[src/logic/sbc_ctrl_pkg.sv]
// Shared constants and types for the mode, supply and watchdog control registers
`default_nettype none
package sbc_ctrl_pkg;
  // ****************************************
  // Serial frame layout
  // ****************************************
  localparam int unsigned FRAME_BITS = 16;
  localparam int unsigned RW_BIT     = 7;
  // Register addresses (7-bit word addresses)
  localparam logic [6:0] ADDR_MODE_SUPPLY = 7'h01;
  localparam logic [6:0] ADDR_HW_CONFIG   = 7'h02;
  localparam logic [6:0] ADDR_SUPERVISOR  = 7'h03;
  // ****************************************
  // Reset, write and restart masks
  // ****************************************
  localparam logic [7:0] RST_MODE_SUPPLY  = 8'h00;
  localparam logic [7:0] RST_HW_CONFIG    = 8'h00;
  localparam logic [7:0] RST_SUPERVISOR   = 8'h14;
  localparam logic [7:0] WMASK_HW_CONFIG  = 8'hFB;
  localparam logic [7:0] WMASK_SUPERVISOR = 8'hF7;
  localparam logic [7:0] SOFT_KEEP_HW     = 8'h88;
  localparam logic [7:0] RESTART_KEEP_MS  = 8'h23;
  localparam logic [7:0] RESTART_KEEP_HW  = 8'hD9;
  localparam logic [7:0] RESTART_KEEP_WD  = 8'hB0;
  localparam logic [7:0] RESTART_SET_WD   = 8'h04;
  // ****************************************
  // Field positions
  // ****************************************
  localparam int unsigned MODE_HI      = 7;
  localparam int unsigned MODE_LO      = 6;
  localparam int unsigned THIRD_EN     = 5;
  localparam int unsigned SECOND_HI    = 4;
  localparam int unsigned SECOND_LO    = 3;
  localparam int unsigned OV_REACT     = 2;
  localparam int unsigned RST_MASK_BIT = 6;
  localparam int unsigned FO_SW_BIT    = 5;
  localparam int unsigned UV_KEEP_BIT  = 4;
  localparam int unsigned LS_BIT       = 3;
  localparam int unsigned LS_STOP_BIT  = 1;
  localparam int unsigned WD_STOP_DIS  = 6;
  localparam int unsigned WD_BUS_WAKE  = 4;
  // ****************************************
  // Timing
  // ****************************************
  localparam int unsigned CLK_PERIOD_NS     = 40;
  localparam int unsigned SOFT_RST_LOW_NS   = 2000;
  localparam int unsigned SOFT_RST_LOW_CYC  =
    (SOFT_RST_LOW_NS + CLK_PERIOD_NS - 1) / CLK_PERIOD_NS;
  // ****************************************
  // Types
  // ****************************************
  typedef enum logic [1:0] {
    MODE_NORMAL = 2'b00, MODE_SLEEP = 2'b01, MODE_STOP = 2'b10, MODE_SOFT_RESET = 2'b11
  } op_mode_t;
  localparam logic [1:0] SECOND_OFF = 2'b00;
  localparam logic [1:0] SECOND_NORM = 2'b01;
  localparam logic [1:0] SECOND_NORM_STOP = 2'b10;
  typedef enum logic [1:0] {SH_IDLE = 2'b00, SH_ADDR = 2'b01, SH_DATA = 2'b11} shift_state_t;
endpackage
`default_nettype wire

[src/logic/spi_frame_if.sv]
// Decoded serial frame passed from the shifter to the register bank
`default_nettype none
interface spi_frame_if;
  logic [6:0] addr;
  logic       wr;
  logic [7:0] wdata;
  logic       done;
  logic       addr_valid;
  logic [7:0] rdata;
  modport shifter (output addr, wr, wdata, done, addr_valid, input rdata);
  modport regs (input addr, wr, wdata, done, addr_valid, output rdata);
endinterface
`default_nettype wire

[src/logic/sbc_ctrl_regs.sv]
// Mode/supply, hardware configuration and watchdog control registers behind the serial port
`default_nettype none
// Overview of operation
// - Mode field 7:6: 00 normal, 01 sleep, 10 stop, 11 soft reset.
// - A serial write cannot move the mode from stop to sleep.
// - Restart sets mode normal and second regulator off; overtemperature also clears it.
// - Second regulator: off, normal only, normal and stop, always except fail-safe.
// - Bit 5 enables the third regulator as independent regulator.
// - Overvoltage always sets flag; bit 2 also requests restart or fail-safe.
// - Bits 1:0 pick one of four main reset thresholds, 00 highest.
// - A write returns the register content held before that write.
// - Hardware bit 7 picks main voltage or lower fixed third regulator voltage.
// - Hardware bit 6 set suppresses the reset pin pulse on soft reset.
// - Hardware bit 5 drives failure outputs under software control.
// - Real failures hold failure outputs until the failure status clears.
// - Restart clears the software failure-output bit and releases the outputs.
// - Hardware bit 4 keeps third regulator on during supply undervoltage.
// - Hardware bit 3 selects stand-alone or load-sharing third regulator.
// - Hardware bit 1 allows load sharing in stop and high-power mode.
// - Hardware bit 0 selects first or second watchdog failure for restart.
// - Hardware register powers up zero; soft reset keeps bits 7 and 3.
// - Watchdog control byte must have even parity; odd writes are rejected.
// - Watchdog bit 6 set deactivates the watchdog in stop.
// - Watchdog bit 5 selects time-out or window operation.
// - Watchdog bit 4 starts watchdog after bus wake in stop.
// - A command is sixteen bits: address, access bit, data byte.
// - Serial bit 7 high writes, low only reads.
module sbc_ctrl_regs #(
  parameter int unsigned FO_COUNT = 3
) (
  // Clock and reset
  input  wire logic                ref_clk_in,
  input  wire logic                sys_rst_in,
  // Serial port
  input  wire logic                spi_cs_n_in,
  input  wire logic                spi_clk_in,
  input  wire logic                spi_sdi_in,
  output logic                     spi_sdo_out,
  output logic                     spi_sdo_oe_n_out,
  // Device events and conditions
  input  wire logic                restart_entry_in,
  input  wire logic                overtemp_in,
  input  wire logic                main_overvoltage_in,
  input  wire logic                ov_flag_clear_in,
  input  wire logic                failure_status_in,
  input  wire logic                fail_safe_in,
  input  wire logic                high_power_in,
  input  wire logic                supply_undervoltage_in,
  input  wire logic                bus_wake_in,
  // Register contents
  output logic [7:0]               mode_supply_out,
  output logic [7:0]               hw_config_out,
  output logic [7:0]               supervisor_out,
  // Derived controls
  output logic                     soft_reset_out,
  output logic                     reset_output_pin_n_out,
  output logic [FO_COUNT-1:0]      failure_output_pins_out,
  output logic                     main_overvoltage_flag_out,
  output logic                     ov_restart_req_out,
  output logic                     second_regulator_run_out,
  output logic                     third_regulator_run_out,
  output logic                     load_share_active_out,
  output logic                     watchdog_run_out,
  output logic                     watchdog_bus_start_out,
  output logic                     checksum_error_out
);
  localparam logic [7:0] LOW_CYC = 8'(sbc_ctrl_pkg::SOFT_RST_LOW_CYC);

  spi_frame_if fi ();
  logic [7:0] mode_supply;
  logic [7:0] hw_config;
  logic [7:0] supervisor;
  logic [7:0] low_cnt;
  logic       wr_ms;
  logic       wr_hw;
  logic       wr_wd;
  logic       soft_req;
  logic [1:0] mode;

  // Register selected by a frame address; unmapped addresses read zero
  function automatic logic [7:0] reg_select(input logic [6:0] a, input logic [7:0] ms,
                                            input logic [7:0] hw, input logic [7:0] wd);
    case (a)
      sbc_ctrl_pkg::ADDR_MODE_SUPPLY: reg_select = ms;
      sbc_ctrl_pkg::ADDR_HW_CONFIG:   reg_select = hw;
      sbc_ctrl_pkg::ADDR_SUPERVISOR:  reg_select = wd;
      default:                        reg_select = 8'h00;
    endcase
  endfunction

  // Mode after a write: stop cannot be left straight into sleep
  function automatic logic [1:0] next_mode(input logic [1:0] cur, input logic [1:0] req);
    if (cur == sbc_ctrl_pkg::MODE_STOP && req == sbc_ctrl_pkg::MODE_SLEEP) begin
      next_mode = cur;
    end else begin
      next_mode = req;
    end
  endfunction

  spi_frame_shifter u_shifter (
    .ref_clk_in   (ref_clk_in),
    .sys_rst_in   (sys_rst_in),
    .cs_n_in      (spi_cs_n_in),
    .sclk_in      (spi_clk_in),
    .sdi_in       (spi_sdi_in),
    .sdo_out      (spi_sdo_out),
    .sdo_oe_n_out (spi_sdo_oe_n_out),
    .fi           (fi)
  );

  // ****************************************
  // Access decode
  // ****************************************
  // Reads see the stored value; writes commit only at frame end
  assign fi.rdata = reg_select(fi.addr, mode_supply, hw_config, supervisor);
  assign wr_ms    = fi.done && fi.wr && fi.addr == sbc_ctrl_pkg::ADDR_MODE_SUPPLY;
  assign wr_hw    = fi.done && fi.wr && fi.addr == sbc_ctrl_pkg::ADDR_HW_CONFIG;
  assign wr_wd    = fi.done && fi.wr && fi.addr == sbc_ctrl_pkg::ADDR_SUPERVISOR;
  assign soft_req = wr_ms && !restart_entry_in &&
                    fi.wdata[sbc_ctrl_pkg::MODE_HI:sbc_ctrl_pkg::MODE_LO]
                    == sbc_ctrl_pkg::MODE_SOFT_RESET;
  assign mode     = mode_supply[sbc_ctrl_pkg::MODE_HI:sbc_ctrl_pkg::MODE_LO];
  assign mode_supply_out = mode_supply;
  assign hw_config_out   = hw_config;
  assign supervisor_out  = supervisor;

  // ****************************************
  // Registers
  // ****************************************
  // Mode and supply: restart beats a write, overtemperature acts after the write
  always_ff @(posedge ref_clk_in or posedge sys_rst_in) begin
    if (sys_rst_in) begin
      mode_supply <= sbc_ctrl_pkg::RST_MODE_SUPPLY;
    end else if (restart_entry_in) begin
      mode_supply <= mode_supply & sbc_ctrl_pkg::RESTART_KEEP_MS;
    end else if (soft_req) begin
      mode_supply <= sbc_ctrl_pkg::RST_MODE_SUPPLY;
    end else begin
      if (wr_ms) begin
        mode_supply <= {next_mode(mode, fi.wdata[7:6]), fi.wdata[5:0]};
      end
      if (overtemp_in) begin
        mode_supply[sbc_ctrl_pkg::SECOND_HI:sbc_ctrl_pkg::SECOND_LO] <=
          sbc_ctrl_pkg::SECOND_OFF;
      end
    end
  end

  // Hardware configuration; soft reset keeps the third regulator shape bits
  always_ff @(posedge ref_clk_in or posedge sys_rst_in) begin
    if (sys_rst_in) begin
      hw_config <= sbc_ctrl_pkg::RST_HW_CONFIG;
    end else if (restart_entry_in) begin
      hw_config <= hw_config & sbc_ctrl_pkg::RESTART_KEEP_HW;
    end else if (soft_req) begin
      hw_config <= hw_config & sbc_ctrl_pkg::SOFT_KEEP_HW;
    end else if (wr_hw) begin
      hw_config <= fi.wdata & sbc_ctrl_pkg::WMASK_HW_CONFIG;
    end
  end

  // Watchdog control; a byte with odd parity is dropped whole
  always_ff @(posedge ref_clk_in or posedge sys_rst_in) begin
    if (sys_rst_in) begin
      supervisor         <= sbc_ctrl_pkg::RST_SUPERVISOR;
      checksum_error_out <= 1'b0;
    end else begin
      checksum_error_out <= wr_wd && (^fi.wdata) && !restart_entry_in && !soft_req;
      if (restart_entry_in) begin
        supervisor <= (supervisor & sbc_ctrl_pkg::RESTART_KEEP_WD) | sbc_ctrl_pkg::RESTART_SET_WD;
      end else if (soft_req) begin
        supervisor <= sbc_ctrl_pkg::RST_SUPERVISOR;
      end else if (wr_wd && !(^fi.wdata)) begin
        supervisor <= fi.wdata & sbc_ctrl_pkg::WMASK_SUPERVISOR;
      end
    end
  end

  // ****************************************
  // Soft reset and reset pin
  // ****************************************
  // The pin mask is taken from the value held before the reset clears it
  always_ff @(posedge ref_clk_in or posedge sys_rst_in) begin
    if (sys_rst_in) begin
      low_cnt                <= 8'h00;
      soft_reset_out         <= 1'b0;
      reset_output_pin_n_out <= 1'b1;
    end else begin
      soft_reset_out <= soft_req;
      if (soft_req && !hw_config[sbc_ctrl_pkg::RST_MASK_BIT]) begin
        low_cnt <= LOW_CYC;
      end else if (low_cnt != 8'h00) begin
        low_cnt <= low_cnt - 8'h01;
      end
      reset_output_pin_n_out <= (low_cnt == 8'h00);
    end
  end

  // ****************************************
  // Supply, failure and watchdog controls
  // ****************************************
  // Overvoltage flag: a new event wins over a clear in the same cycle
  always_ff @(posedge ref_clk_in or posedge sys_rst_in) begin
    if (sys_rst_in) begin
      main_overvoltage_flag_out <= 1'b0;
      ov_restart_req_out        <= 1'b0;
    end else begin
      if (main_overvoltage_in) begin
        main_overvoltage_flag_out <= 1'b1;
      end else if (ov_flag_clear_in) begin
        main_overvoltage_flag_out <= 1'b0;
      end
      ov_restart_req_out <= main_overvoltage_in && mode_supply[sbc_ctrl_pkg::OV_REACT];
    end
  end

  // Regulator enables from policy fields and the current mode
  always_ff @(posedge ref_clk_in or posedge sys_rst_in) begin
    if (sys_rst_in) begin
      second_regulator_run_out <= 1'b0;
      third_regulator_run_out  <= 1'b0;
      load_share_active_out    <= 1'b0;
    end else begin
      case (mode_supply[sbc_ctrl_pkg::SECOND_HI:sbc_ctrl_pkg::SECOND_LO])
        sbc_ctrl_pkg::SECOND_OFF:       second_regulator_run_out <= 1'b0;
        sbc_ctrl_pkg::SECOND_NORM:      second_regulator_run_out <= mode == sbc_ctrl_pkg::MODE_NORMAL;
        sbc_ctrl_pkg::SECOND_NORM_STOP: second_regulator_run_out <=
          mode == sbc_ctrl_pkg::MODE_NORMAL || mode == sbc_ctrl_pkg::MODE_STOP;
        default:                        second_regulator_run_out <= !fail_safe_in;
      endcase
      third_regulator_run_out <= mode_supply[sbc_ctrl_pkg::THIRD_EN] &&
        (!supply_undervoltage_in || hw_config[sbc_ctrl_pkg::UV_KEEP_BIT]);
      load_share_active_out <= mode_supply[sbc_ctrl_pkg::THIRD_EN] &&
        hw_config[sbc_ctrl_pkg::LS_BIT] &&
        (!(mode == sbc_ctrl_pkg::MODE_STOP || high_power_in) ||
         hw_config[sbc_ctrl_pkg::LS_STOP_BIT]);
    end
  end

  // Failure outputs follow software request or a real failure
  always_ff @(posedge ref_clk_in or posedge sys_rst_in) begin
    if (sys_rst_in) begin
      failure_output_pins_out <= '0;
    end else begin
      failure_output_pins_out <= {FO_COUNT{hw_config[sbc_ctrl_pkg::FO_SW_BIT]
                                           || failure_status_in}};
    end
  end

  // Watchdog gating in stop and start on bus wake
  always_ff @(posedge ref_clk_in or posedge sys_rst_in) begin
    if (sys_rst_in) begin
      watchdog_run_out       <= 1'b1;
      watchdog_bus_start_out <= 1'b0;
    end else begin
      watchdog_run_out <= !(mode == sbc_ctrl_pkg::MODE_STOP &&
                            supervisor[sbc_ctrl_pkg::WD_STOP_DIS]);
      watchdog_bus_start_out <= bus_wake_in && mode == sbc_ctrl_pkg::MODE_STOP &&
                                supervisor[sbc_ctrl_pkg::WD_BUS_WAKE];
    end
  end

  // ****************************************
  // Checks
  // ****************************************
  stop_to_sleep_a: assert property (@(posedge ref_clk_in) disable iff (sys_rst_in)
    wr_ms && !restart_entry_in && mode == sbc_ctrl_pkg::MODE_STOP &&
    fi.wdata[7:6] == sbc_ctrl_pkg::MODE_SLEEP |=> mode == sbc_ctrl_pkg::MODE_STOP)
    else $error("stop went straight to sleep");
  restart_mode_a: assert property (@(posedge ref_clk_in) disable iff (sys_rst_in)
    restart_entry_in |=> mode == sbc_ctrl_pkg::MODE_NORMAL &&
    mode_supply[sbc_ctrl_pkg::SECOND_HI:sbc_ctrl_pkg::SECOND_LO] == sbc_ctrl_pkg::SECOND_OFF)
    else $error("restart left mode or second regulator set");
  restart_fo_a: assert property (@(posedge ref_clk_in) disable iff (sys_rst_in)
    restart_entry_in && !failure_status_in ##1 !failure_status_in |=> failure_output_pins_out == '0)
    else $error("failure outputs held after restart");
  soft_keep_a: assert property (@(posedge ref_clk_in) disable iff (sys_rst_in)
    soft_req |=> hw_config == ($past(hw_config) & sbc_ctrl_pkg::SOFT_KEEP_HW) &&
    supervisor == sbc_ctrl_pkg::RST_SUPERVISOR ##1 soft_reset_out == 1'b0)
    else $error("soft reset register values wrong");
  reset_pulse_a: assert property (@(posedge ref_clk_in) disable iff (sys_rst_in)
    soft_req && !hw_config[sbc_ctrl_pkg::RST_MASK_BIT] |=> ##1 !reset_output_pin_n_out [*8])
    else $error("reset pin pulse missing");
  ov_reaction_a: assert property (@(posedge ref_clk_in) disable iff (sys_rst_in)
    main_overvoltage_in |=> main_overvoltage_flag_out &&
    ov_restart_req_out == $past(mode_supply[sbc_ctrl_pkg::OV_REACT]))
    else $error("overvoltage reaction wrong");
  parity_reject_a: assert property (@(posedge ref_clk_in) disable iff (sys_rst_in)
    wr_wd && (^fi.wdata) && !restart_entry_in && !soft_req |=> $stable(supervisor) &&
    checksum_error_out)
    else $error("odd parity byte accepted");
  reserved_zero_a: assert property (@(posedge ref_clk_in) disable iff (sys_rst_in)
    hw_config[2] == 1'b0 && supervisor[3] == 1'b0)
    else $error("reserved bit set");
  failure_hold_a: assert property (@(posedge ref_clk_in) disable iff (sys_rst_in)
    failure_status_in |=> failure_output_pins_out == {FO_COUNT{1'b1}})
    else $error("failure outputs released during failure");
  uv_shutdown_a: assert property (@(posedge ref_clk_in) disable iff (sys_rst_in)
    supply_undervoltage_in && !hw_config[sbc_ctrl_pkg::UV_KEEP_BIT] |=> !third_regulator_run_out)
    else $error("third regulator kept on at undervoltage");
endmodule
`default_nettype wire

[src/logic/spi_frame_shifter.sv]
// Serial shifter: 16-bit frames, LSB first, sampled on rising and driven on falling clock
`default_nettype none
module spi_frame_shifter (
  // Clock and reset
  input  wire logic ref_clk_in,
  input  wire logic sys_rst_in,
  // Serial pins
  input  wire logic cs_n_in,
  input  wire logic sclk_in,
  input  wire logic sdi_in,
  output logic      sdo_out,
  output logic      sdo_oe_n_out,
  // Decoded frame
  spi_frame_if.shifter fi
);
  sbc_ctrl_pkg::shift_state_t state;
  logic        sclk_q;
  logic        cs_n_q;
  logic [4:0]  bit_cnt;
  logic [15:0] frame;
  logic [7:0]  tx;
  logic        done_q;
  logic        addr_valid_q;
  logic        rise;
  logic        fall;
  localparam logic [4:0] CNT_FULL = 5'(sbc_ctrl_pkg::FRAME_BITS);
  localparam logic [4:0] CNT_RW   = 5'(sbc_ctrl_pkg::RW_BIT);

  // Edge detection; pins are already synchronous to the clock
  assign rise = !cs_n_in && sclk_in && !sclk_q;
  assign fall = !cs_n_in && !sclk_in && sclk_q;
  assign fi.addr       = frame[6:0];
  assign fi.wr         = frame[sbc_ctrl_pkg::RW_BIT];
  assign fi.wdata      = frame[15:8];
  assign fi.done       = done_q;
  assign fi.addr_valid = addr_valid_q;

  // Edge history
  always_ff @(posedge ref_clk_in or posedge sys_rst_in) begin
    if (sys_rst_in) begin
      sclk_q <= 1'b0;
      cs_n_q <= 1'b1;
    end else begin
      sclk_q <= sclk_in;
      cs_n_q <= cs_n_in;
    end
  end

  // Bit capture; bits past the sixteenth are ignored
  always_ff @(posedge ref_clk_in or posedge sys_rst_in) begin
    if (sys_rst_in) begin
      bit_cnt      <= 5'h00;
      frame        <= 16'h0000;
      addr_valid_q <= 1'b0;
      done_q       <= 1'b0;
    end else begin
      addr_valid_q <= rise && (bit_cnt == CNT_RW);
      // Only a full-length frame commits when chip select rises
      done_q       <= cs_n_in && !cs_n_q && (bit_cnt == CNT_FULL);
      if (cs_n_in) begin
        bit_cnt <= 5'h00;
      end else if (rise && bit_cnt != CNT_FULL) begin
        frame[bit_cnt[3:0]] <= sdi_in;
        bit_cnt             <= bit_cnt + 5'h01;
      end
    end
  end

  // Phase tracking
  always_ff @(posedge ref_clk_in or posedge sys_rst_in) begin
    if (sys_rst_in) begin
      state <= sbc_ctrl_pkg::SH_IDLE;
    end else if (cs_n_in) begin
      state <= sbc_ctrl_pkg::SH_IDLE;
    end else begin
      case (state)
        sbc_ctrl_pkg::SH_IDLE: state <= sbc_ctrl_pkg::SH_ADDR;
        sbc_ctrl_pkg::SH_ADDR: if (addr_valid_q) state <= sbc_ctrl_pkg::SH_DATA;
        sbc_ctrl_pkg::SH_DATA: state <= sbc_ctrl_pkg::SH_DATA;
        default:               state <= sbc_ctrl_pkg::SH_IDLE;
      endcase
    end
  end

  // Read byte is latched once the address is known, before any write commits
  always_ff @(posedge ref_clk_in or posedge sys_rst_in) begin
    if (sys_rst_in) begin
      tx           <= 8'h00;
      sdo_out      <= 1'b0;
      sdo_oe_n_out <= 1'b1;
    end else begin
      sdo_oe_n_out <= cs_n_in;
      if (cs_n_in) begin
        sdo_out <= 1'b0;
      end else if (addr_valid_q) begin
        tx <= fi.rdata;
      end else if (fall && state == sbc_ctrl_pkg::SH_DATA) begin
        sdo_out <= tx[0];
        tx      <= {1'b0, tx[7:1]};
      end
    end
  end

  frame_length_a: assert property (@(posedge ref_clk_in) disable iff (sys_rst_in)
    done_q |-> $past(bit_cnt) == CNT_FULL && $rose(cs_n_q))
    else $error("frame committed without sixteen bits");
endmodule
`default_nettype wire

[config.mk]
export PLATFORM = sky130hd
export DESIGN_NAME = sbc_ctrl_regs
export DESIGN_NICKNAME = d
export VERILOG_FILES = /design/src/logic/sbc_ctrl_pkg.sv /design/src/logic/spi_frame_if.sv /design/src/logic/sbc_ctrl_regs.sv /design/src/logic/spi_frame_shifter.sv
export SDC_FILE = /design/constraint.sdc
export NUM_CORES = 1
export LEC_CHECK = 0
export BUFFER_PORTS_ARGS = -buffer_cell sky130_fd_sc_hd__buf_2
export CORE_MARGIN = 1.5
export CORE_UTILIZATION = 35
export CTS_BUF_LIST = sky130_fd_sc_hd__clkbuf_4 sky130_fd_sc_hd__clkbuf_8
export CTS_CLUSTER_SIZE = 25
export DETAILED_ROUTE_END_ITERATION = 6
export PLACE_DENSITY = 0.52
export SETUP_SLACK_MARGIN = 0.02
export SLEW_MARGIN = 40
export SYNTH_ARGS = -nofsm -noshare
export SYNTH_HDL_FRONTEND = slang
export SYNTH_SLANG_ARGS = --single-unit
[constraint.sdc]
create_clock -name ref_clk_in -period 2.9 [get_ports ref_clk_in]
set_input_delay 0.725 -clock ref_clk_in [delete_from_list [all_inputs] [get_ports ref_clk_in]]
set_output_delay 0.725 -clock ref_clk_in [all_outputs]
set_load 0.01 [all_outputs]
# == After elaboration in Yosys (flattened, before gate mapping) ==
# Index checks and enable logic that the tools add are counted.
# W data, S select, Z words.
# word_totals
regBits,79
mem_bits_ro,0
n_memories,0
out_inout_bits,39
wordCells,155
latch_bits,0
mem_bits_rw,0
input_bits,14
# classes
magnitude_cmp,2
n_eq_ne,16
muxes,30
bitwise,3
addsub,2
div,0
multipliers,0
n_reduce_logical,72
shifts,0
# ops
cell,count
$mux W8,9
$logic_and A1 B1 Y1,29
$pmux W8 S3,1
$mux W7,3
$bwmux W16,1
$reduce_bool A2 Y1,8
$eq A7 B2 Y1 const B,2
$reduce_and A2 Y1,7
$logic_not A1 Y1,12
$mux W5,2
$reduce_bool A3 Y1,3
$eq A2 B2 Y1 const B,4
$logic_not A8 Y1,1
$mux W2,4
$reduce_bool A8 Y1,1
$reduce_xor A8 Y1,1
$sub A8 B1 Y8 const B,1
$eq A7 B1 Y1 const B,1
$eq A2 B1 Y1 const B,3
$logic_not A2 Y1,3
$mux W1,6
$mux W6,1
$pmux W2 S3,1
$add A5 B1 Y5 const B,1
14 further kinds,20

# == Logic depth before layout (Yosys ltp) ==
# Gate-level depths: netlist of run 1.
# depth
depth_word,7
ltp_mapped,6
depth_no_buf,6

# == Cells and area by module ==
# Synthesis of run 1 repeated with hierarchy kept, for this count alone.
# unflattened
hier_cells,346
area_unflattened_um2,3901.2
# modules_own_cells
module,area_each_um2,instances,cells_per_inst
sbc_ctrl_regs,2238.4,1,210
spi_frame_shifter,1662.8,1,136

# == Worst setup path after synthesis of run 1 ==
# Ideal clock, no wire load.
# synth_path
path_type,input port to flip-flop
from,input spi_cs_n_in
to,register u_shifter.frame[1]
path_stages,4
path_buffers,0
path_slack_ns,0.893
t_arrival_ns,1.879
setup_ns,0.128
path_cell_list,or4b_4 a211oi_2 nand2_1 mux2_1
# synth_between
elab_chain_cells,5
elab_cells_between_ends,6
# synth_rtl
item,line_no,rtl
from (decl),sbc_ctrl_regs.sv:35,"input wire logic spi_cs_n_in,"
$logic_not A1 Y1,spi_frame_shifter.sv:30,assign rise = !cs_n_in && sclk_in && !sclk_q;
$logic_and A1 B1 Y1 (2 in series),spi_frame_shifter.sv:30,
$logic_and A1 B1 Y1,spi_frame_shifter.sv:62,end else if (rise && bit_cnt != CNT_FULL) begin
$reduce_and A2 Y1 (no source line) *,--,
"to (signal, indexed assignment)",spi_frame_shifter.sv:63,frame[bit_cnt[3:0]] <= sdi_in;
to (decl),spi_frame_shifter.sv:20,logic [15:0] frame;
# Every way passes the cells marked *; elsewhere a longest branch is shown, timed or not.
# A chain may end at the register's enable or synchronous reset.

# == Worst setup path after layout of run 1 ==
# layout_path
from,register u_shifter.frame[3]
to,register mode_supply[7] (netlist: mode_supply_out[7])
# layout_between
elab_chain_cells,6
elab_cells_between_ends,9
# layout_rtl
item,line_no,rtl
$eq A7 B1 Y1 *,sbc_ctrl_regs.sv:116,assign wr_ms = fi.done && fi.wr && fi.addr == sbc_ctrl_pkg::ADDR_MODE_SUPPLY;
$logic_and A1 B1 Y1 *,sbc_ctrl_regs.sv:116,
$logic_and A1 B1 Y1 (2 in series),sbc_ctrl_regs.sv:119,assign soft_req = wr_ms && !restart_entry_in &&
"$ne A3 B3 Y1 (no source line), or another cell as far along",--,
$reduce_and A2 Y1 (no source line) or $mux W8 (tied branches),--,
to (signal assigned),sbc_ctrl_regs.sv:133,mode_supply <= sbc_ctrl_pkg::RST_MODE_SUPPLY;
to (signal assigned),sbc_ctrl_regs.sv:135,mode_supply <= mode_supply & sbc_ctrl_pkg::RESTART_KEEP_MS;
to (signal assigned),sbc_ctrl_regs.sv:137,mode_supply <= sbc_ctrl_pkg::RST_MODE_SUPPLY;
to (decl),sbc_ctrl_regs.sv:70,logic [7:0] mode_supply;
# Marks and branches as above.

==> results_dict.tcl, run 1 <==
set metrics [dict create \
    coreArea_um2 10460 \
    syn-cell-area_um2 3814 \
    final_cell_mix "dfrtp_1, buf_2, nand2_1" \
    wl_per_cell_um 16.92 \
    cts_resized 0 \
    slew_headroom 0.5095 \
    grt-ovfl-total 0 \
    critPathKind "flop to flop" \
    min_period_ns 2.215 \
    switchingPower_mw 0.7176 \
    grt_max_degree 37 \
    timing.hold.ws_ns 0.4100 \
    drc 0 \
    areaGrowthSynthToFinish_pct 15.62 \
    pwr-share-clk 0.333 \
    max_cap_viol_count 0 \
    drtPass1Iterations 5 \
    final_nets 415 \
    hold_violations 0 \
    cts_root_buffer "clkbuf_8" \
    tightest_slew_ns 0.7297 \
    ys_seq_area_frac 0.5069 \
    crit_path_start_kind "flop" \
    max-vdd-ir-drop_uv 309.8 \
    yosysWarnings 0 \
    status "finished, final reports clean" \
    internal_power_mw 1.734 \
    synthTopCellsByArea "dfrtp_1, mux2_2, dfstp_2, nand2_1, ha_1" \
    cts_max_path_buffers 2 \
    place_congestion 0.8261 \
    fin_util 0.4214 \
    die_area_um2 11530 \
    yosysTopAreaCellShare 0.4724 \
    dp_hpwl_um 6577 \
    path_clk_slew_ns 0.09 \
    endpoint_kind "flop" \
    dr.first_iter.drc_count 169 \
    async_flop_share 1.000 \
    cts_sinks 77 \
    combPwrFrac 0.162 \
    min_path_type "input pin to async pin" \
    totalWireLength_um 9019 \
    fin_crit_sh 0.7639 \
    portBuffers 50 \
    sw_frac_of_total 0.2927 \
    antenna_cells 0 \
    dieHeight_um 107.4 \
    ys.flop_type "dfrtp_1" \
    seqPwrFrac 0.505 \
    rows 37 \
    synth-edff-count 0 \
    cp_max_fo 12 \
    powerDensity_nw_per_um2 556.0 \
    required_ns 3.18 \
    finClkSkew_ns 0.01658 \
    tritoncts "yes" \
    io_pins 53 \
    htree_levels 3 \
    antenna_found_initial 0 \
    start_util 0.3645 \
    crit_arrival_ns 2.50 \
    post_cts_buffers 0 \
    yosysTopAreaCell "dfrtp_1" \
    grt_pass1_wl_um 14530 \
    setup_viol 0 \
    grt_pass1_vias 2718 \
    timing.fmax_mhz 451.4 \
    postRouteAntennaNets 0 \
    vias 2796 \
    fp.dieW_um 107.4 \
    clock_latency_ns 0.36 \
    leakage_nw 2.027 \
    drive_above_1_share 0.2821 \
    ctsHoldBuffers 0 \
    final_common_cell "dfrtp_1" \
    finalPower_mw 2.451 \
    synth-seq-cells 77 \
    synth_area_per_cell_um2 11.18 \
    slew_violations 0 \
    grt_setup_unrepaired "false" \
    via_per_inst 5.246 \
    tns_ns 0 \
    syn_inst 341 \
    grt.total_usage 0.1651 \
    cts_buffers 9 \
    synth.distinct_cells 70 \
]
[logic make-up after synthesis]
kind of cell	Yosys count	share of synthesized area
AOI/OAI and AO/OA	66	0.1286
xor gates and xnor gates	12	0.03904
adders and majority gates	8	0.02625
buffers and inverters	33	0.03674
DFF	77	0.5069
muxes	27	0.07940
other	1	0.0009833
and+or+nand+nor	117	0.1821
[power groups by stage]
stage	clock [mW]	combinational [mW]	sequential [mW]
after detailed placement	0	0.401	1.26
after CTS	0.836	0.403	1.24
final	0.815	0.398	1.24
after global placement	0	0.392	1.25
after floorplan	0	0.303	1.23
after global routing	0.887	0.453	1.25
[synth_stat cells (all sizes together) (4+ instances only)]
cell and n:
a21oi 10, a221o 6, a22oi 7, and2 5
and3 5, buf 5, clkbuf 10, dfrtp 72
dfstp 5, ha 8, inv 18, mux2 26
nand2 28, nand2b 7, nand3 4, nand4 7
nor2 24, nor2b 4, nor3 6, nor4 6
nor4b 4, o21ai 11, o31ai 5, xnor2 5
xor2 4
[registers in the layout, summed over array words and instances (netlist names), 2 cells and up]
signal             cells
u_shifter.bit_cnt      5
hw_config_out          7
mode_supply_out        8
u_shifter.frame       16
u_shifter.tx           8
low_cnt                8
supervisor_out         7
u_shifter.state        2
[critical path, stage by stage, from the launching register on]
cell and delay [ns]:
dfrtp_1 0.44, nor4_4 0.58, nand4_1 0.52, or3_1 0.47, a21oi_1 0.14
[per-stage QoR]
step | area [um^2] | instances | worst slack (ns)
finish | 4409 | 533 | 0.6846
global route | 4409 | 533 | 0.4943
CTS | 4409 | 533 | 0.6643
detailed placement | 4217 | 518 | 0.6017
global placement | 4217 | 518 | 0.6307
floorplan | 3817 | 342 | 0.2166
[path summary, 6_finish.rpt]
check	start	to	slack, ns	cells after the start
worst min register to register	main_overvoltage_flag_out	main_overvoltage_flag_out	0.48	1
max in group asynchronous	sys_rst_in	u_shifter.cs_n_q	1.81	3
min in group ref_clk_in	main_overvoltage_flag_out	main_overvoltage_flag_out	0.48	1
worst max-delay path	u_shifter.frame[3]	mode_supply_out[7]	0.68	4
worst max register to register	u_shifter.frame[3]	mode_supply_out[7]	0.68	4
worst min-delay path	sys_rst_in	u_shifter.tx[4]	0.41	2
[metal layers]
layer	wire length, um	global-route usage	up-vias
met2	4059	0.2466	73
met4	194	0.06579	0
met3	398	0.03632	18
met5	0	0	-
met1	4367	0.2324	1370
li1	-	-	1335
[cell type report]
class,count,area [um^2]
Fill cell,1045,6053
Sequential cell,77,1933
Multi-Input combinational cell,232,1744
Timing Repair Buffer,55,300.3
Tap cell,136,170.2
Clock buffer,10,131.4
Inverter,18,68.82
Clock inverter,5,61.31
Power figures use the tool's default switching activity.
==> inputs of run 2 (changes only) <==
--- a/config.mk
+++ b/config.mk
@@ -5,6 +5,7 @@
 export SDC_FILE = /design/constraint.sdc
 export NUM_CORES = 1
 export LEC_CHECK = 0
+export ABC_AREA = 1
 export BUFFER_PORTS_ARGS = -buffer_cell sky130_fd_sc_hd__buf_2
 export CORE_MARGIN = 1.5
 export CORE_UTILIZATION = 35
==> constraint.sdc (replaced) <==
create_clock -name ref_clk_in -period 2.1 [get_ports ref_clk_in]
set_input_delay 0.525 -clock ref_clk_in [delete_from_list [all_inputs] [get_ports ref_clk_in]]
set_output_delay 0.525 -clock ref_clk_in [all_outputs]
set_load 0.01 [all_outputs]
==> results_dict.tcl, run 2 <==
set metrics [dict create \
    status "finished, final reports clean" \
    totalWireLength_um 9045 \
    finClkSkew_ns 0.008575 \
    synth-edff-count 0 \
    start_util 0.3643 \
    post_cts_buffers 0 \
    min_path_type "input pin to async pin" \
    wl_per_cell_um 13.64 \
    setup_viol 0 \
    pwr-share-clk 0.416 \
    synth.distinct_cells 39 \
    grt_max_degree 78 \
    regMostFlops "u_shifter.frame" \
    r2r-start "u_shifter.frame[15]" \
    hold_violations 0 \
    grt_pass1_wl_um 14970 \
    dr.first_iter.drc_count 128 \
    final_nets 544 \
    switchingPower_mw 0.7906 \
    timing.fmax_mhz 532.3 \
    ys_top_cells_by_count "nand2_1, dfrtp_1, inv_1, o21ai_0" \
    rows 37 \
    syn-cell-area_um2 3795 \
    worstSetupStartpoint "u_shifter.frame[15]" \
    yosysWarnings 0 \
    met2WireLength_um 4201 \
    grt_pass1_vias 3018 \
    dieHeight_um 107.1 \
    ys.flop_type "dfrtp_1" \
    grt.total_usage 0.1689 \
    grt_setup_unrepaired "false" \
    htree_levels 3 \
    cts_sinks 77 \
    final_common_cell "nand2_1" \
    tritoncts "yes" \
    fin_crit_sh 0.8945 \
    fin_area_um2 4427 \
    synth_area_per_cell_um2 8.161 \
    combPwrFrac 0.086 \
    io_pins 53 \
    largest_reg_flops 16 \
    cts_buffers 9 \
    syn_inst 465 \
    synth-seq-cells 77 \
    die_area_um2 11480 \
    yosysTopAreaCellShare 0.4748 \
    crit_arrival_ns 2.13 \
    portBuffers 50 \
    tns_ns 0 \
    max-vdd-ir-drop_uv 463.3 \
    fp.dieW_um 107.1 \
    min_period_ns 1.879 \
    drc 0 \
    ys_seq_area_frac 0.5094 \
    required_ns 2.35 \
    synthTopCellsByArea "dfrtp_1, nand2_1, inv_1, o21ai_0, nand3_1" \
    final_cell_mix "nand2_1, dfrtp_1, inv_1" \
    path_clk_slew_ns 0.08 \
    postRouteAntennaNets 0 \
    place_congestion 0.8859 \
    dp_slack_ns 0.2552 \
    grt-ovfl-total 0 \
    r2r-end "supervisor_out[6]" \
    max_cap_viol_count 0 \
    ctsHoldBuffers 0 \
    antenna_cells 0 \
    setup_ws_ns 0.2215 \
    coreArea_um2 10420 \
    async_flop_share 1.000 \
    yosysMostFrequentCell "nand2_1" \
    areaGrowthSynthToFinish_pct 16.65 \
    internal_power_mw 2.302 \
    slew_violations 0 \
    sw_frac_of_total 0.2556 \
    cts_max_path_buffers 2 \
    powerDensity_nw_per_um2 698.6 \
    via_per_inst 4.775 \
    reg2regPathDepth 13 \
    cp_max_fo 6 \
    dp_hpwl_um 6762 \
    cts_root_buffer "clkbuf_8" \
    vias 3166 \
    endpoint_kind "flop" \
    timing.hold.ws_ns 0.2778 \
    yosysTopAreaCell "dfrtp_1" \
    cts_resized 0 \
    dr_wl_met3_um 452 \
    leakage_nw 2.246 \
    clock_latency_ns 0.36 \
    post_dp_cell_area_um2 4194 \
    maxUsedRoutingLayer "met4" \
    finalPower_mw 3.093 \
    drtPass1Iterations 5 \
    critPathKind "flop to flop" \
    antenna_found_initial 0 \
    r2r_slack_ns 0.22 \
    wl_met1_um 4312 \
    drive_above_1_share 0.1841 \
    crit_path_start_kind "flop" \
    fillers 1080 \
    seqPwrFrac 0.497 \
]
==> run 2: changes by cell type in the layout (fill, tap and decap cells not counted), moves of 9 or more <==
cell,change
nand3_1,+30
inv_1,+40
nor2_1,+9
mux2_2,-19
o21ai_0,+27
nand2_1,+114
==> run 2: worst max-delay path by stage <==
stage                         to  slack (ns)
6_report       supervisor_out[6]        0.22
3_5_place_dp     u_shifter.tx[5]        0.26
5_1_grt        supervisor_out[6]        0.05
3_3_place_gp   supervisor_out[1]        0.26
2_1_floorplan    u_shifter.tx[4]        0.56
4_1_cts        supervisor_out[6]        0.24
==> run 2: final cells by class <==
class                   instances  area (um^2)  area share
clock inverters                 6        95.09     0.02148
well taps                     136        170.2     0.03844
repair buffers                 52        277.8     0.06275
clock buffers                  10        137.6     0.03109
flip-flops and latches         77         1933      0.4367
multi-input cells             317         1565      0.3536
inverters                      65        247.7     0.05596
==> run 2: power by group through the flow <==
stage,Combinational (mW),Sequential (mW),Clock (mW)
floorplan,0.186,1.56,0
finish,0.267,1.54,1.29
detailed placement,0.270,1.57,0
global route,0.303,1.54,1.38
global placement,0.267,1.57,0
CTS,0.271,1.54,1.34
==> run 2: per-stage QoR <==
step | std cells | util
CTS | 663 | 0.4250
finish | 663 | 0.4250
global route | 663 | 0.4250
global placement | 647 | 0.4026
detailed placement | 647 | 0.4026
floorplan | 466 | -
==> run 2: logic make-up (layout without fill, tap and decap cells) <==
group,after synthesis,count (layout),share of synthesized area
flops,77,77,0.5094
compound gates,69,69,0.1048
simple gates,235,235,0.2723
buf+inv,72,133,0.07913
xor+xnor,3,3,0.006925
fa+ha+maj,8,8,0.02638
other cells,1,2,0.0009882
==> run 2: worst max-delay path, cell delays in order, from the launching register on <==
cell	delay, ns
dfrtp_1	0.42
inv_1	0.13
ha_1	0.32
inv_1	0.04
nand2_1	0.08
nand2_1	0.08
nand2_1	0.06
nand2_1	0.06
nand2_1	0.08
nand3_1	0.16
nand2_2	0.18
inv_2	0.06
nand2_1	0.05
nand2_1	0.05
==> run 2: metal layers <==
layer / GRT usage / vias to the layer above
met4: 0.05143 / 0
met3: 0.03647 / 7
li1: - / 1596
met5: 0 / -
met2: 0.2693 / 64
met1: 0.2290 / 1499
==> inputs of run 3 (changes only) <==
--- a/config.mk
+++ b/config.mk
@@ -17,4 +17,5 @@
 export SLEW_MARGIN = 40
 export SYNTH_ARGS = -nofsm -noshare
 export SYNTH_HDL_FRONTEND = slang
+export SYNTH_HIERARCHICAL = 1
 export SYNTH_SLANG_ARGS = --single-unit
==> results_dict.tcl, run 3 <==
set metrics [dict create \
    status "finished, final reports clean" \
    antenna_found_initial 0 \
    post_cts_buffers 0 \
    die_area_um2 12450 \
    place_congestion 0.8976 \
    critPathSlowestCell "dfrtp_1" \
    r2r-start "u_shifter/frame[15]" \
    dr.first_iter.drc_count 250 \
    htree_levels 3 \
    drive_above_1_share 0.1912 \
    yosysTopAreaCellShare 0.4366 \
    clock_latency_ns 0.37 \
    crit_arrival_ns 2.09 \
    critPathKind "flop to flop" \
    syn_inst 515 \
    largest_reg_flops 16 \
    dp_slack_ns 0.2939 \
    wl_per_cell_um 13.75 \
    cts_root_buffer "clkbuf_8" \
    areaGrowthSynthToFinish_pct 13.71 \
    grt_setup_unrepaired "false" \
    setup_ws_ns 0.2599 \
    min_period_ns 1.840 \
    grtUsageMet1 0.2267 \
    tns_ns 0 \
    grt.busiest_layer "met2" \
    ctsHoldBuffers 0 \
    ys_top_cells_by_count "nand2_1, dfrtp_1, inv_1, nand3_1, nor2_1" \
    grt_pass1_wl_um 16330 \
    r2r-end "supervisor_out[7]" \
    async_flop_share 1.000 \
    timing.fmax_mhz 543.4 \
    crit_path_start_kind "flop" \
    grt_max_degree 42 \
    synth-seq-cells 77 \
    cp_common_cell "nand2_1" \
    tightest_slew_ns 0.5188 \
    vias 3431 \
    yosysWarnings 6 \
    grt_use_met2 0.2589 \
    ys_seq_area_frac 0.4685 \
    worstSetupStartpoint "u_shifter/frame[15]" \
    path_clk_slew_ns 0.08 \
    synthTopCellsByArea "dfrtp_1, nand2_1, nand3_1, inv_1, nor2_1" \
    max_cap_viol_count 0 \
    final_common_cell "nand2_1" \
    drtPass1Iterations 4 \
    dieHeight_um 111.6 \
    required_ns 2.35 \
    ys.flop_type "dfrtp_1" \
    synth.distinct_cells 40 \
    crit_buf_inv 3 \
    syn-cell-area_um2 4126 \
    drc 0 \
    hold_violations 0 \
    setup_viol 0 \
    slew_violations 0 \
    cts_buffers 9 \
    powerDensity_nw_per_um2 638.4 \
    path_cells "inv_1, ha_1, inv_1, nand2_1, nand2_1, nand2_1, nand2_1, nand3_1, nand3_4, clkinv_2, nand3_1, nand2_1" \
    finClkSkew_ns 0.01405 \
    final_nets 587 \
    grt_pass1_vias 3199 \
    cp_num_cells 12 \
    use_met3 0.03375 \
    reg2regPathDepth 12 \
    coreArea_um2 11470 \
    leakage_nw 2.435 \
    antenna_cells 0 \
    dp_hpwl_um 7322 \
    fillers 1153 \
    yosysMostFrequentCell "nand2_1" \
    postRouteAntennaNets 0 \
    rows 39 \
    grt.total_usage 0.1675 \
    cp_max_fo 6 \
    crit_end "supervisor_out[7]" \
    io_pins 53 \
    final_cell_mix "nand2_1, dfrtp_1, inv_1" \
    portBuffers 50 \
    yosysTopAreaCell "dfrtp_1" \
    fp.dieW_um 111.6 \
    slew_headroom 0.6541 \
    cts_resized 0 \
    fin_util 0.4092 \
    cts_max_path_buffers 2 \
    start_util 0.3598 \
    endpoint_kind "flop" \
    totalWireLength_um 9801 \
    fin_crit_sh 0.8762 \
    regMostFlops "u_shifter/frame" \
    max-vdd-ir-drop_uv 416.6 \
    grt-ovfl-total 0 \
    slowest_delay_ns 0.45 \
    synth_area_per_cell_um2 8.013 \
    synth-edff-count 0 \
    r2r_slack_ns 0.26 \
    tritoncts "yes" \
    via_per_inst 4.812 \
    worst_path_dominant_cell_family "simple AND/OR/NAND/NOR gates" \
    cts_sinks 77 \
    min_path_type "input pin to async pin" \
]
==> run 3: changes by cell type in the layout (fill, tap and decap cells not counted), sizes merged, moves of 5 or more <==
cell | before | now
a21oi | 8 | 3
nand3 | 35 | 62
nor2 | 38 | 44
o21ai | 44 | 28
nand4 | 3 | 20
nand2 | 148 | 153
buf | 52 | 58
==> run 3: report_power, final <==
group | internal [mW] | switching [mW]
logic | 0.0887 | 0.188
registers | 1.51 | 0.0311
clock network | 0.634 | 0.538
==> run 3: cell type report <==
| cell class | instances | area, um^2 | area share |
|---|---|---|---|
| Sequential cell | 77 | 1933 | 0.4120 |
| Clock inverter | 2 | 35.03 | 0.007467 |
| Tap cell | 143 | 178.9 | 0.03813 |
| Inverter | 66 | 249.0 | 0.05307 |
| Multi-Input combinational cell | 353 | 1805 | 0.3848 |
| Clock buffer | 14 | 167.7 | 0.03573 |
| Timing Repair Buffer | 58 | 322.8 | 0.06880 |
==> run 3: worst register-to-register path, stage by stage (launching register included) <==
cell      delay, ns
dfrtp_1        0.45
inv_1          0.08
ha_1           0.31
inv_1          0.08
nand2_1        0.07
nand2_1        0.07
nand2_1        0.04
nand2_1        0.05
nand3_1        0.20
nand3_4        0.17
clkinv_2       0.09
nand3_1        0.07
nand2_1        0.05
==> run 3: metrics by stage <==
step / cell area [um^2] / power, mW / std cells / hold slack, ns
floorplan: 4130 / 1.766 / 516 / 0.4389
global placement: 4489 / 1.849 / 697 / 0.4633
detailed placement: 4489 / 1.855 / 697 / 0.4651
CTS: 4692 / 3.040 / 713 / 0.2694
global route: 4692 / 3.119 / 713 / 0.2812
finish: 4692 / 2.995 / 713 / 0.2623
==> run 3: how the worst min path moves through the flow <==
stage | from | endpoint | slack (ns) | cells after the start
global placement | u_shifter/frame[6] | u_shifter/frame[6] | 0.46 | 2
detailed placement | u_shifter/frame[7] | u_shifter/frame[7] | 0.47 | 2
CTS | sys_rst_in | u_shifter/tx[1] | 0.27 | 3
finish | sys_rst_in | u_shifter/tx[2] | 0.26 | 3
floorplan | u_shifter/state[1] | u_shifter/state[0] | 0.44 | 1
global route | spi_clk_in | u_shifter/sclk_q | 0.28 | 1
==> run 3: cells by family (layout without fill, tap and decap cells) <==
logic type,after synthesis,in the layout,synth area share
AND/OR/NAND/NOR,292,292,0.3360
buffers and inverters,86,140,0.09490
flip-flops,77,77,0.4685
AO/OA/AOI/OAI,45,45,0.06277
adder cells (fa/ha/maj),8,8,0.02426
XOR/XNOR,6,6,0.01273
other,1,2,0.0009088
==> run 3: routing by layer <==
metal	up-vias	wire length, um	part of all wire
met5	-	0	0
met4	0	241	0.025
met3	17	462	0.047
met2	78	4562	0.47
met1	1583	4534	0.46
li1	1753	-	-
